**config.mk**
```make
export PLATFORM = sky130hd
export DESIGN_NAME = arc_adc_ctrl
export DESIGN_NICKNAME = d
export VERILOG_FILES = /design/src/design/arc_pkg.sv /design/src/design/arc_conv_if.sv /design/src/design/arc_adc_ctrl.sv /design/src/design/arc_pin_map.sv /design/src/design/arc_sar_seq.sv
export SDC_FILE = /design/constraint.sdc
export NUM_CORES = 1
export LEC_CHECK = 0
export ABC_CLOCK_PERIOD_IN_PS = 8500
export BUFFER_PORTS_ARGS = -buffer_cell sky130_fd_sc_hd__buf_2
export CAP_MARGIN = 20
export CORE_MARGIN = 2
export CORE_UTILIZATION = 61
export CTS_CLUSTER_SIZE = 14
export DETAILED_ROUTE_END_ITERATION = 10
export PLACE_DENSITY = 0.86
export SYNTH_ARGS = -nofsm -noshare
export SYNTH_HDL_FRONTEND = slang
export SYNTH_SLANG_ARGS = --single-unit
export TNS_END_PERCENT = 5
```
**constraint.sdc**
```tcl
create_clock -name clk -period 8.5 [get_ports clk]
set_input_delay 1.7 -clock clk [delete_from_list [all_inputs] [get_ports clk]]
set_output_delay 1.7 -clock clk [all_outputs]
set_load 0.02 [all_outputs]
```
**src/design/arc_pkg.sv**
```systemverilog
package arc_pkg;
    // ==========================================================
    // register map
    localparam logic [15:0] ADDR_RES_LO = 16'hFF08; // wide result
    localparam logic [15:0] ADDR_RES_HI = 16'hFF09; // narrow result
    localparam logic [15:0] ADDR_DIR    = 16'hFF22; // port2_direction
    localparam logic [15:0] ADDR_MODE   = 16'hFF28; // converter_mode_reg
    localparam logic [15:0] ADDR_CHAN   = 16'hFF29; // input_channel_select
    localparam logic [15:0] ADDR_PINCFG = 16'hFF2F; // analog_pin_config

    // ==========================================================
    // reset values and fixed bits
    localparam logic [7:0]  RST_DIR     = 8'hFF;
    localparam logic [7:0]  RST_MODE    = 8'h00;
    localparam logic [2:0]  RST_CHAN    = 3'h0;
    localparam logic [2:0]  RST_PINCFG  = 3'h0;
    localparam logic [9:0]  RST_RES     = 10'h000;
    localparam logic [2:0]  DIR_TOP     = 3'h7;  // upper bits read as ones
    localparam logic [7:0]  MODE_MASK   = 8'hBF; // bit 6 not implemented

    // ==========================================================
    // field layout
    localparam int RES_BITS     = 10;
    localparam int PIN_CNT      = 5;
    localparam int PINCFG_MAX   = 5;
    localparam int CHAN_MAX     = 4;
    localparam int MODE_RUN_BIT = 7;
    localparam int MODE_FR_LSB  = 3;
    localparam int MODE_LV_LSB  = 1;
    localparam int MODE_CMP_BIT = 0;

    // ==========================================================
    // conversion phases, in conversion-clock ticks
    localparam logic [4:0] CNT_CLEAR   = 5'h02;
    localparam logic [4:0] CNT_SAMP_HI = 5'h06;
    localparam logic [4:0] CNT_SAMP_LO = 5'h18;
    localparam logic [4:0] CNT_CONV    = 5'h0C;
    localparam logic [4:0] CNT_XFER    = 5'h02;

    // conversion clock divider from the time-select code
    function automatic logic [3:0] fadDiv(input logic [2:0] fr);
        case (fr)
            3'h0:    return 4'hC;
            3'h1:    return 4'h8;
            3'h2:    return 4'h6;
            3'h3:    return 4'h4;
            3'h4:    return 4'h3;
            default: return 4'h2;
        endcase
    endfunction
endpackage

```
**src/design/arc_conv_if.sv**
```systemverilog
`timescale 1ns/1ns
interface arc_conv_if;
    logic                          run;        // conversion_run level
    logic                          restart;    // abort and start over
    logic [2:0]                    frSel;      // conversion time code
    logic                          longSample; // low-reference sampling
    logic                          compHigh;   // comparator answer
    logic                          done;       // one-cycle end pulse
    logic [arc_pkg::RES_BITS-1:0]  sar;        // approximation value
    logic [arc_pkg::RES_BITS-1:0]  tap;        // ladder tap code
    logic                          sampling;   // sample phase active

    modport ctrl (output run, restart, frSel, longSample, compHigh,
                  input done, sar, tap, sampling);
    modport seq  (input run, restart, frSel, longSample, compHigh,
                  output done, sar, tap, sampling);
endinterface

```
**src/design/arc_adc_ctrl.sv**
```systemverilog
`timescale 1ns/1ns
// Contract
// - wide result low six bits read zero
// - conversion end loads approximation into result
// - upper result bits high byte, low two
// - wide result one access, reset zero
// - control writes may spoil results
// - narrow result holds upper eight bits
// - result reads insert one wait cycle
// - channel and pin writes insert wait
// - channel codes zero to four, others prohibited
// - code k makes k low pins digital
// - registers take single-bit and byte writes
// - output-mode pin cannot be analog input
// - direction bits, top three read one
// - converting digital or output pin prohibited
// - run bit starts repeating conversions
// - completion stores result, raises done request
// - channel rewrite restarts current conversion
module arc_adc_ctrl (
    input  wire logic        clk,         // peripheral clock
    input  wire logic        rst_b,       // async reset, active low
    input  wire logic [15:0] busAddr,     // cpu byte address
    input  wire logic        busRd,       // read request
    input  wire logic        busWr,       // write request
    input  wire logic        busWide,     // 16-bit access
    input  wire logic        busBit,      // single-bit write
    input  wire logic [2:0]  busBitIdx,   // bit number for busBit
    input  wire logic [7:0]  busWData,    // write data
    output logic      [15:0] busRData,    // read data
    output logic             busAck,      // access done pulse
    output logic             busWait,     // inserted wait cycle
    input  wire logic        compHigh,    // comparator: input >= tap
    output logic      [9:0]  tapCode,     // ladder tap code
    output logic             sampleHold,  // 1 = sampling
    output logic             compEnable,  // comparator power
    output logic      [2:0]  convChannel, // selected analog input
    output logic      [4:0]  pinAnalog,   // 1 = pin in analog use
    output logic      [4:0]  pinDrive_b,  // low = output buffer on
    output logic             selFault,    // prohibited selection
    output logic             convDoneIrq  // conversion-done pulse
);
    // ==========================================================
    // state
    logic [4:0]  dir_ff, nxt_dir;
    logic [7:0]  mode_ff, nxt_mode;
    logic [2:0]  chan_ff, nxt_chan;
    logic [2:0]  pinCfg_ff, nxt_pinCfg;
    logic [9:0]  res_ff, nxt_res;
    logic [15:0] rData_ff, nxt_rData;
    logic        ack_ff, nxt_ack;
    logic        wait_ff, nxt_wait;
    logic        pend_ff, nxt_pend;
    logic        restart_ff, nxt_restart;
    logic        irq_ff, nxt_irq;
    logic [4:0]  analog_ff, nxt_analog;
    logic        fault_ff, nxt_fault;

    logic [15:0] rdMux;
    logic [7:0]  wv;
    logic        accept;
    logic        needWait;
    logic        wrEn;
    logic [4:0]  analogMask;
    logic        chanOk;
    logic [7:0]  resUpper;

    arc_conv_if cif ();

    // single-bit write replaces one bit of the current byte
    function automatic logic [7:0] mergeWr(input logic [7:0] cur,
                                           input logic       bitOp,
                                           input logic [2:0] idx,
                                           input logic [7:0] d);
        logic [7:0] m;
        m      = cur;
        m[idx] = d[0];
        return bitOp ? m : d;
    endfunction

    // ==========================================================
    // sub-blocks
    arc_sar_seq i_arc_sar_seq (
        .clk   (clk),
        .rst_b (rst_b),
        .cif   (cif.seq)
    );

    arc_pin_map #(
        .PIN_CNT (arc_pkg::PIN_CNT)
    ) i_arc_pin_map (
        .pinCfg     (pinCfg_ff),
        .dirBits    (dir_ff),
        .chanSel    (chan_ff),
        .analogMask (analogMask),
        .chanOk     (chanOk)
    );

    assign cif.run        = mode_ff[arc_pkg::MODE_RUN_BIT];
    assign cif.restart    = restart_ff;
    assign cif.frSel      = mode_ff[arc_pkg::MODE_FR_LSB +: 3];
    assign cif.longSample = (mode_ff[arc_pkg::MODE_LV_LSB +: 2] != 2'h0);
    assign cif.compHigh   = compHigh;
    assign resUpper       = res_ff[9:2];

    // ==========================================================
    // read view; unmapped addresses read zero
    always_comb begin
        case (busAddr)
            arc_pkg::ADDR_RES_LO:
                rdMux = busWide ? {res_ff, 6'h00}
                                : {8'h00, res_ff[1:0], 6'h00};
            arc_pkg::ADDR_RES_HI: rdMux = {8'h00, resUpper};
            arc_pkg::ADDR_DIR:
                rdMux = {8'h00, arc_pkg::DIR_TOP, dir_ff};
            arc_pkg::ADDR_MODE:   rdMux = {8'h00, mode_ff};
            arc_pkg::ADDR_CHAN:   rdMux = {13'h0000, chan_ff};
            arc_pkg::ADDR_PINCFG: rdMux = {13'h0000, pinCfg_ff};
            default:              rdMux = 16'h0000;
        endcase
    end

    // ==========================================================
    // bus handshake and register writes
    always_comb begin
        accept   = (busRd | busWr) & ~pend_ff;
        needWait = busRd ? (busAddr == arc_pkg::ADDR_RES_LO ||
                            busAddr == arc_pkg::ADDR_RES_HI)
                         : (busAddr == arc_pkg::ADDR_CHAN ||
                            busAddr == arc_pkg::ADDR_PINCFG ||
                            busAddr == arc_pkg::ADDR_MODE);
        wrEn     = accept & busWr & ~busWide;
        wv       = mergeWr(rdMux[7:0], busBit, busBitIdx, busWData);

        nxt_dir     = dir_ff;
        nxt_mode    = mode_ff;
        nxt_chan    = chan_ff;
        nxt_pinCfg  = pinCfg_ff;
        nxt_restart = 1'b0;
        // results are left as they stand; a control write during a
        // conversion can spoil the next result, not the stored one
        if (wrEn) begin
            case (busAddr)
                arc_pkg::ADDR_DIR:  nxt_dir  = wv[4:0];
                arc_pkg::ADDR_MODE: nxt_mode = wv & arc_pkg::MODE_MASK;
                arc_pkg::ADDR_CHAN: begin
                    nxt_chan    = wv[2:0];
                    nxt_restart = 1'b1;
                end
                arc_pkg::ADDR_PINCFG: nxt_pinCfg = wv[2:0];
                default: ;
            endcase
        end

        nxt_ack   = 1'b0;
        nxt_wait  = 1'b0;
        nxt_pend  = 1'b0;
        nxt_rData = rData_ff;
        // requests seen during the wait cycle are dropped
        if (pend_ff) begin
            nxt_ack = 1'b1;
        end else if (accept) begin
            if (busRd) begin
                nxt_rData = rdMux;
            end
            if (needWait) begin
                nxt_wait = 1'b1;
                nxt_pend = 1'b1;
            end else begin
                nxt_ack = 1'b1;
            end
        end
    end

    // ==========================================================
    // result capture, done request and pin status
    always_comb begin
        nxt_res    = cif.done ? cif.sar : res_ff;
        nxt_irq    = cif.done;
        nxt_analog = analogMask;
        nxt_fault  = ~chanOk;
    end

    always_ff @(posedge clk or negedge rst_b) begin
        if (!rst_b) begin
            dir_ff     <= arc_pkg::RST_DIR[4:0];
            mode_ff    <= arc_pkg::RST_MODE;
            chan_ff    <= arc_pkg::RST_CHAN;
            pinCfg_ff  <= arc_pkg::RST_PINCFG;
            res_ff     <= arc_pkg::RST_RES;
            rData_ff   <= 16'h0000;
            ack_ff     <= 1'b0;
            wait_ff    <= 1'b0;
            pend_ff    <= 1'b0;
            restart_ff <= 1'b0;
            irq_ff     <= 1'b0;
            analog_ff  <= 5'h1F;
            fault_ff   <= 1'b0;
        end else begin
            dir_ff     <= nxt_dir;
            mode_ff    <= nxt_mode;
            chan_ff    <= nxt_chan;
            pinCfg_ff  <= nxt_pinCfg;
            res_ff     <= nxt_res;
            rData_ff   <= nxt_rData;
            ack_ff     <= nxt_ack;
            wait_ff    <= nxt_wait;
            pend_ff    <= nxt_pend;
            restart_ff <= nxt_restart;
            irq_ff     <= nxt_irq;
            analog_ff  <= nxt_analog;
            fault_ff   <= nxt_fault;
        end
    end

    // ==========================================================
    // outputs
    assign busRData    = rData_ff;
    assign busAck      = ack_ff;
    assign busWait     = wait_ff;
    assign tapCode     = cif.tap;
    assign sampleHold  = cif.sampling;
    assign compEnable  = mode_ff[arc_pkg::MODE_CMP_BIT];
    assign convChannel = chan_ff;
    assign pinAnalog   = analog_ff;
    assign pinDrive_b  = dir_ff;
    assign selFault    = fault_ff;
    assign convDoneIrq = irq_ff;
endmodule // arc_adc_ctrl

```
**src/design/arc_pin_map.sv**
```systemverilog
`timescale 1ns/1ns
module arc_pin_map #(
    parameter int PIN_CNT = arc_pkg::PIN_CNT // shared pins
) (
    input  wire logic [2:0]         pinCfg,     // digital pin count
    input  wire logic [PIN_CNT-1:0] dirBits,    // 1 = input mode
    input  wire logic [2:0]         chanSel,    // selected channel
    output logic      [PIN_CNT-1:0] analogMask, // 1 = analog use
    output logic                    chanOk      // selection legal
);
    // ==========================================================
    // the code chooses how many low pins stay digital
    if (PIN_CNT < 1 || PIN_CNT > 8) begin : g_bad
        $error("arc_pin_map: PIN_CNT out of range");
    end
    for (genvar i = 0; i < PIN_CNT; i++) begin : g_pin
        assign analogMask[i] = (3'(i) >= pinCfg);
    end

    // only an analog pin in input mode may be converted
    always_comb begin
        chanOk = 1'b0;
        for (int k = 0; k < PIN_CNT; k++) begin
            if (chanSel == 3'(k)) begin
                chanOk = analogMask[k] & dirBits[k];
            end
        end
    end
endmodule // arc_pin_map

```
**src/design/arc_sar_seq.sv**
```systemverilog
`timescale 1ns/1ns
module arc_sar_seq (
    input wire logic clk,   // peripheral clock
    input wire logic rst_b, // async reset, active low
    arc_conv_if.seq  cif    // control side
);
    typedef enum logic [2:0] {
        SEQ_IDLE, SEQ_CLEAR, SEQ_SAMPLE, SEQ_CONV, SEQ_XFER
    } arc_seq_e;

    localparam logic [4:0] RES_N = 5'(arc_pkg::RES_BITS);
    localparam logic [9:0] MSB   = 10'h200;

    arc_seq_e   seq_ff, nxt_seq;
    logic [3:0] divCnt_ff, nxt_divCnt;
    logic [4:0] phCnt_ff, nxt_phCnt;
    logic [9:0] sar_ff, nxt_sar;
    logic [9:0] tap_ff, nxt_tap;
    logic       done_ff, nxt_done;
    logic       samp_ff, nxt_samp;
    logic       tick;
    logic [4:0] phLen;
    logic [9:0] trial;

    // ==========================================================
    // sequencer: clear, sample, ten compares, transfer, repeat
    always_comb begin
        tick = (divCnt_ff >= arc_pkg::fadDiv(cif.frSel) - 4'h1);
        case (seq_ff)
            SEQ_CLEAR:  phLen = arc_pkg::CNT_CLEAR;
            SEQ_SAMPLE: phLen = cif.longSample ? arc_pkg::CNT_SAMP_LO
                                               : arc_pkg::CNT_SAMP_HI;
            SEQ_CONV:   phLen = arc_pkg::CNT_CONV;
            SEQ_XFER:   phLen = arc_pkg::CNT_XFER;
            default:    phLen = 5'h01;
        endcase
        trial      = (phCnt_ff < RES_N) ? (MSB >> phCnt_ff) : 10'h000;
        nxt_seq    = seq_ff;
        nxt_divCnt = tick ? 4'h0 : divCnt_ff + 4'h1;
        nxt_phCnt  = phCnt_ff;
        nxt_sar    = sar_ff;
        nxt_done   = 1'b0;
        if (!cif.run) begin // stop at once, last result kept
            nxt_seq    = SEQ_IDLE;
            nxt_divCnt = 4'h0;
            nxt_phCnt  = 5'h00;
        end else if (cif.restart || seq_ff == SEQ_IDLE) begin
            nxt_seq    = SEQ_CLEAR;
            nxt_divCnt = 4'h0;
            nxt_phCnt  = 5'h00;
        end else if (tick) begin
            if (seq_ff == SEQ_CONV && cif.compHigh) begin
                nxt_sar = sar_ff | trial;
            end
            if (phCnt_ff >= phLen - 5'h01) begin
                nxt_phCnt = 5'h00;
                case (seq_ff)
                    SEQ_CLEAR: begin
                        nxt_seq = SEQ_SAMPLE;
                        nxt_sar = 10'h000;
                    end
                    SEQ_SAMPLE: nxt_seq = SEQ_CONV;
                    SEQ_CONV:   nxt_seq = SEQ_XFER;
                    default: begin // back to back repeat
                        nxt_seq  = SEQ_CLEAR;
                        nxt_done = 1'b1;
                    end
                endcase
            end else begin
                nxt_phCnt = phCnt_ff + 5'h01;
            end
        end
        // tap is registered; divider of two or more gives it a cycle
        // to settle before the comparator is sampled
        nxt_tap = 10'h000;
        if (nxt_seq == SEQ_CONV && nxt_phCnt < RES_N) begin
            nxt_tap = nxt_sar | (MSB >> nxt_phCnt);
        end
        nxt_samp = (nxt_seq == SEQ_SAMPLE);
    end

    always_ff @(posedge clk or negedge rst_b) begin
        if (!rst_b) begin
            seq_ff    <= SEQ_IDLE;
            divCnt_ff <= 4'h0;
            phCnt_ff  <= 5'h00;
            sar_ff    <= 10'h000;
            tap_ff    <= 10'h000;
            done_ff   <= 1'b0;
            samp_ff   <= 1'b0;
        end else begin
            seq_ff    <= nxt_seq;
            divCnt_ff <= nxt_divCnt;
            phCnt_ff  <= nxt_phCnt;
            sar_ff    <= nxt_sar;
            tap_ff    <= nxt_tap;
            done_ff   <= nxt_done;
            samp_ff   <= nxt_samp;
        end
    end

    assign cif.done     = done_ff;
    assign cif.sar      = sar_ff;
    assign cif.tap      = tap_ff;
    assign cif.sampling = samp_ff;
endmodule // arc_sar_seq

```
==> results.yml, run 1 <==
power:
  sw_frac_of_total_pct: 23.4
  power.switching_mw: 0.184
  p_int_mw: 0.599
  leakage_nw: 2.48
  powerDensity_nw_per_um2: 146
  p_clk_share_pct: 41.7
  combPwrFrac_pct: 4.8
  finalPower_mw: 0.783
  peakVddDrop_mv: 0.101
  p_seq_share_pct: 53.5
grt:
  overflow: 0
  grt_max_degree: 89
  grt_pass1_vias: 3930
  antenna_found_initial: 0
  grt_pass1_wl_mm: 19.5
  grt_usage_pct: 29.5
timing:
  setup_viol: 0
  slew_violations: 0
  timing.fmax_ghz: 0.268
  setup_ws_ns: 4.77
  clock_skew_ns: 0.0114
  tightest_slew_ns: 0.896
  setup_tns_ns: 0
  fin_crit_ns: 3.73
  relSlewSlack_pct: 40.0
  fin_crit_sh_pct: 43.9
  hold_slack_ns: 0.485
  hold_viol_final: 0
  rsz0062_at_grt: "false"
worst_setup_path:
  reg2reg_slack_ns: 4.95
  arrival_ns: 4.03
  crit_path_start_kind: "primary input"
  cp-end-kind: "flop"
  required_ns: 8.80
  critPathKind: "primary input to flop"
  worstPathMaxFanout: 8
logic_synthesis:
  seq_area_frac_synth_pct: 47.2
  synth_edf_count: 0
  async_flop_share_pct: 100
  yosysWarnings: 0
  netlist.area_leader.share_pct: 41.6
  synth_most_common_cell: "dfrtp_1"
  synthTopCellsByCount: "78 x dfrtp_1, 41 x nand2_1, 37 x nor2_1, 32 x a21oi_1, 31 x o21ai_0"
  synthFlopType: "dfrtp_1"
  syn_avg_cell_area_sq_um: 9.71
  synthTopCellsByArea: "dfrtp_1 42%, dfstp_2 5.6%, ha_1 4.3%"
  synth_top_cell_by_area: "dfrtp_1"
  synth.ff_latch_count: 88
  yosysUniqueCellTypes: 68
  syn_area_sq_um: 4690
  netlist_instances: 483
  synth_nets: 533
floorplanning:
  fp.dieArea_sq_um: 8400
  rows: 31
  core_sq_um: 7330
  dieWidth_um: 91.7
  ios: 79
  die_height_um: 91.7
  start_util_pct: 64.0
detailed_routing:
  route.detailed.drc: 0
  routed_via_density: 6.26
  wl_mm: 11.9
  firstDrtPassIters: 5
  vias: 4136
  dr.first_iter.drc_count: 364
  wl_per_cell_um: 18.0
  drt.antenna.violating_nets: 0
placement:
  place_congestion: 0.904
  place_ws_ns: 4.48
  port_buffers: 77
  dp_hpwl_mm: 8.71
layout:
  num_antenna_cells: 0
  fin_nets: 607
  area_delta_synth_final_pct: 14.7
  drive_gt1_share_pct: 23.7
clock_network:
  cts-root-buf: "clkbuf_8"
  cts_hold_buf: 0
  cts_setup_buffers: 0
  cts.path.max_buffers: 2
  ctsResizeCount: 0
  clkLatencyLatePin_ns: 0.37
  clock_sinks: 88
  htree_levels: 3
  cts_tree: "yes"
  cts_made_buffers: 9
  path_clk_slew_ns: 0.09
status:
  outcome: "finished, final reports clean"
worst_hold_path:
  hp-class: "flop to flop"
flow_run:
  drv_cap: 0
-- layout make-up --
cell class,count,area (sq um)
Multi-Input combinational cell,350,2290
Sequential cell,88,2210
Fill cell,549,1950
Timing Repair Buffer,79,420
Clock buffer,10,128
Tap cell,99,124
Inverter,29,109
Clock inverter,6,92.6
-- critical path, stage by stage --
cell      delay (ns)
buf_2           0.09
or3_1           0.48
or2_2           0.35
nor3_1          0.60
a221oi_1        0.27
mux2_2          0.38
o21ai_1         0.15
-- cells by family after synthesis --
kind of cell               Yosys count  synth area share [%]
and+or+nand+nor                    180                  20.4
xor gates and xnor gates             6                  1.12
adders and majority gates           16                  4.27
buffers and inverters               45                  3.95
AOI/OAI and AO/OA                  129                  18.6
muxes                               19                  4.46
DFF                                 88                  47.2
-- registers in the layout, indices dropped and copies added, names as in the netlist, 3 cells and up --
register,count
pinCfg_ff,3
i_arc_sar_seq.divCnt_ff,4
i_arc_sar_seq.cif.tap,10
i_arc_sar_seq.cif.sar,10
convChannel,3
i_arc_sar_seq.phCnt_ff,5
res_ff,10
i_arc_sar_seq.seq_ff,3
mode_ff,7
busRData,16
pinDrive_b,5
pinAnalog,5
-- power groups by stage --
stage	Clock, mW	Sequential, mW	Combinational (mW)
floorplan	0	0.427	0.0139
global placement	0	0.427	0.0347
detailed placement	0	0.427	0.0358
CTS	0.329	0.419	0.0360
global route	0.346	0.419	0.0419
finish	0.327	0.419	0.0376
-- layer usage --
layer,vias to the layer above,GRT usage [%],part of all wire (%)
met5,-,0,0
met4,0,11.6,2.3
met3,30,4.03,6.7
met2,208,45.4,47
met1,1982,42.6,44
li1,1916,-,-
-- placed cells by master (no fill, tap or decap), drive strengths merged, types with 11 or more instances in the layout --
master  count
a21oi      32
dfrtp      78
nor3       20
a22o       11
ha         16
inv        30
nand3      18
o21ai      35
buf        79
mux2       12
nand2      41
nor2       37
-- metrics by stage --
step | util, % | instance area, sq um | instances
after floorplan | - | 4690 | 483
after global placement | 69.9 | 5120 | 643
after detailed placement | 69.9 | 5120 | 643
after CTS | 72.9 | 5340 | 659
after global routing | 73.3 | 5380 | 661
final | 73.3 | 5380 | 661
-- path summary, 6_finish.rpt --
kind | endpoint | start | depth (start not counted)
min in group asynchronous | i_arc_sar_seq.cif.tap[2] | rst_b | 1
worst min register to register | busRData[5] | busRData[5] | 2
max in group asynchronous | pinDrive_b[2] | rst_b | 2
worst max register to register | i_arc_sar_seq.cif.tap[1] | mode_ff[4] | 8
worst min-delay path | busRData[5] | busRData[5] | 2
worst max-delay path | pinDrive_b[0] | busAddr[4] | 7
(Power assumes the default switching activity.)
==> run 2, diff against run 1 <==
--- a/config.mk
+++ b/config.mk
@@ -5,14 +5,15 @@
 export SDC_FILE = /design/constraint.sdc
 export NUM_CORES = 1
 export LEC_CHECK = 0
-export ABC_CLOCK_PERIOD_IN_PS = 8500
+export ABC_AREA = 1
+export ABC_CLOCK_PERIOD_IN_PS = 3750
 export BUFFER_PORTS_ARGS = -buffer_cell sky130_fd_sc_hd__buf_2
 export CAP_MARGIN = 20
 export CORE_MARGIN = 2
-export CORE_UTILIZATION = 61
+export CORE_UTILIZATION = 57
 export CTS_CLUSTER_SIZE = 14
 export DETAILED_ROUTE_END_ITERATION = 10
-export PLACE_DENSITY = 0.86
+export PLACE_DENSITY = 0.81
 export SYNTH_ARGS = -nofsm -noshare
 export SYNTH_HDL_FRONTEND = slang
 export SYNTH_SLANG_ARGS = --single-unit
==> constraint.sdc (replaced) <==
create_clock -name clk -period 3.75 [get_ports clk]
set_input_delay 0.75 -clock clk [delete_from_list [all_inputs] [get_ports clk]]
set_output_delay 0.75 -clock clk [all_outputs]
set_load 0.02 [all_outputs]
==> run 2 against run 1 <==
Total power grew to 4.3 times the previous value; cell count is 23% higher; critical path depth is 5 higher; area after synthesis is 1.3% higher; die area is 8.0% higher; synthesized cell count is 29% higher; count of clock-buffer cells in the layout is 1 lower; clock power is 100% higher; combinational power grew to 39 times the previous value; sequential share of layout area is 0.49 points lower; critical path type is now flop to flop; critical endpoint is now i_arc_sar_seq.cif.tap[7]; largest cell class is now registers.
==> results.yml, run 2 <==
timing:
  setup_tns_ns: 0
  tightest_slew_ns: 0.629
  hold_viol_final: 0
  clock_skew_ns: 0.0189
  slew_violations: 0
  fin_crit_ns: 2.85
  fin_crit_sh_pct: 76.0
  rsz0062_at_grt: "false"
  timing.fmax_ghz: 0.351
  setup_viol: 0
  relSlewSlack_pct: 57.9
grt:
  top_usage_layer: "met2"
  grt_pass1_vias: 4001
  overflow: 0
  antenna_found_initial: 0
  grt_pass1_wl_mm: 19.1
  grt.met2_usage_pct: 44.0
  grt_max_degree: 45
  gr-usage-met1_pct: 38.4
  grt_usage_pct: 27.5
  grt_use_met3_pct: 5.06
placement:
  place_area_sq_um: 5250
  dp_hpwl_mm: 9.22
  port_buffers: 77
  place_congestion: 0.917
worst_setup_path:
  rr_startpoint: "mode_ff[3]"
  worstRegToRegCells: 12
  worstPathMaxFanout: 19
  cp-end-kind: "flop"
  crit_path_start_kind: "flop"
  rr_endpoint: "i_arc_sar_seq.cif.tap[7]"
  required_ns: 4.00
  arrival_ns: 3.10
  critPathKind: "flop to flop"
  crit_start: "mode_ff[3]"
  reg2reg_slack_ns: 0.90
  crit_path_end: "i_arc_sar_seq.cif.tap[7]"
clock_network:
  clkLatencyLatePin_ns: 0.38
  cts.path.max_buffers: 2
  cts_tree: "yes"
  cts-root-buf: "clkbuf_8"
  clock_sinks: 88
  path_clk_slew_ns: 0.10
  cts_setup_buffers: 0
  cts_made_buffers: 9
  htree_levels: 3
  ctsResizeCount: 0
  cts_hold_buf: 0
flow_run:
  drv_cap: 0
detailed_routing:
  routed_via_density: 5.39
  wl_mm: 11.9
  vias: 4387
  dr.first_iter.drc_count: 368
  wl_per_cell_um: 14.6
  firstDrtPassIters: 5
  drt.antenna.violating_nets: 0
  route.detailed.drc: 0
logic_synthesis:
  synthTopCellsByArea: "dfrtp_1 41%, nand2_1 14%, nand3_1 6.0%"
  synth_most_common_cell: "nand2_1"
  seq_area_frac_synth_pct: 46.6
  netlist.area_leader.share_pct: 41.1
  synth_nets: 672
  async_flop_share_pct: 100
  synthFlopType: "dfrtp_1"
  yosysUniqueCellTypes: 35
  yosysWarnings: 0
  syn_area_sq_um: 4750
  synth.ff_latch_count: 88
  synth_edf_count: 0
  synthTopCellsByCount: "181 x nand2_1, 78 x dfrtp_1, 75 x nor2_1, 61 x inv_1, 57 x nand3_1"
  synth_top_cell_by_area: "dfrtp_1"
  syn_avg_cell_area_sq_um: 7.63
  netlist_instances: 622
status:
  outcome: "finished, final reports clean"
layout:
  area_delta_synth_final_pct: 14.6
  layout_commonest_cell: "nand2_1"
  fin_nets: 754
  drive_gt1_share_pct: 21.2
  largest_reg_flops: 16
  final_area_sq_um: 5440
  final_cell_mix: "181 x nand2_1, 78 x dfrtp_1, 76 x buf_2"
  num_antenna_cells: 0
power:
  leakage_nw: 2.86
  peakVddDrop_mv: 0.509
  powerDensity_nw_per_um2: 618
worst_hold_path:
  hp-class: "primary input to asynchronous set/reset pin"
floorplanning:
  rows: 33
  start_util_pct: 58.4
  core_sq_um: 8130
  dieWidth_um: 95.3
  fp.dieArea_sq_um: 9080
  die_height_um: 95.3
  ios: 79
run 2: area by class of cell:
| class | instances | area, sq um |
|---|---|---|
| timing repair buffer | 80 | 410 |
| fill | 696 | 2690 |
| multi-input combinational | 442 | 2180 |
| clock buffer | 9 | 124 |
| clock inverter | 7 | 72.6 |
| tap | 105 | 131 |
| sequential | 88 | 2210 |
| inverter | 83 | 312 |
run 2: how the worst min path moves through the flow:
stage | from | endpoint | slack (ns)
3_5_place_dp | busRData[9] | busRData[9] | 0.46
2_1_floorplan | i_arc_sar_seq.cif.done | convDoneIrq | 0.37
6_report | rst_b | busRData[11] | 0.35
4_1_cts | rst_b | busRData[11] | 0.37
5_1_grt | rst_b | i_arc_sar_seq.divCnt_ff[2] | 0.39
3_3_place_gp | busRData[15] | busRData[15] | 0.45
run 2: where the power goes:
group / total (mW) / internal (mW) / switching (mW)
Combinational: 1.48 / 0.447 / 1.04
Clock: 0.658 / 0.261 / 0.396
Sequential: 1.22 / 1.09 / 0.126
Total: 3.36 / 1.80 / 1.56
run 2: critical path, cell delays in order, from the launching register on:
cell	delay (ns)
dfrtp_1	0.43
nor2_1	0.24
nand2_1	0.09
ha_1	0.31
a21oi_2	0.32
nand3_2	0.26
buf_4	0.28
nand3_1	0.10
nand2_1	0.11
nor2_1	0.22
nand2_1	0.10
nand3_2	0.18
nor2_1	0.07
run 2: metal layers:
metal	routed length, um	share of wire (%)
met3	860	7.2
met2	5530	46
met5	0	0
met1	5380	45
met4	124	1.0
run 2: through the flow:
stage                     cells  util, %  total power, mW  hold slack [ns]  worst slack (ns)
after floorplan             622        -             2.34            0.370              1.46
after CTS                   814     66.9             3.36            0.371             0.934
after detailed placement    798     64.5             2.70            0.459             0.950
after global routing        814     66.9             3.62            0.388             0.646
final                       814     66.9             3.36            0.353             0.900
after global placement      798     64.5             2.66            0.455              1.03
run 2: cells by family (layout without fill, tap and decap cells):
logic type	count (synthesis)	count (layout)	share of synthesized area, %
flip-flops	88	88	46.6
adder cells (fa/ha/maj)	16	16	4.22
XOR/XNOR	1	1	0.184
AND/OR/NAND/NOR	358	358	32.6
AO/OA/AOI/OAI	67	67	8.85
buffers and inverters	92	179	7.51
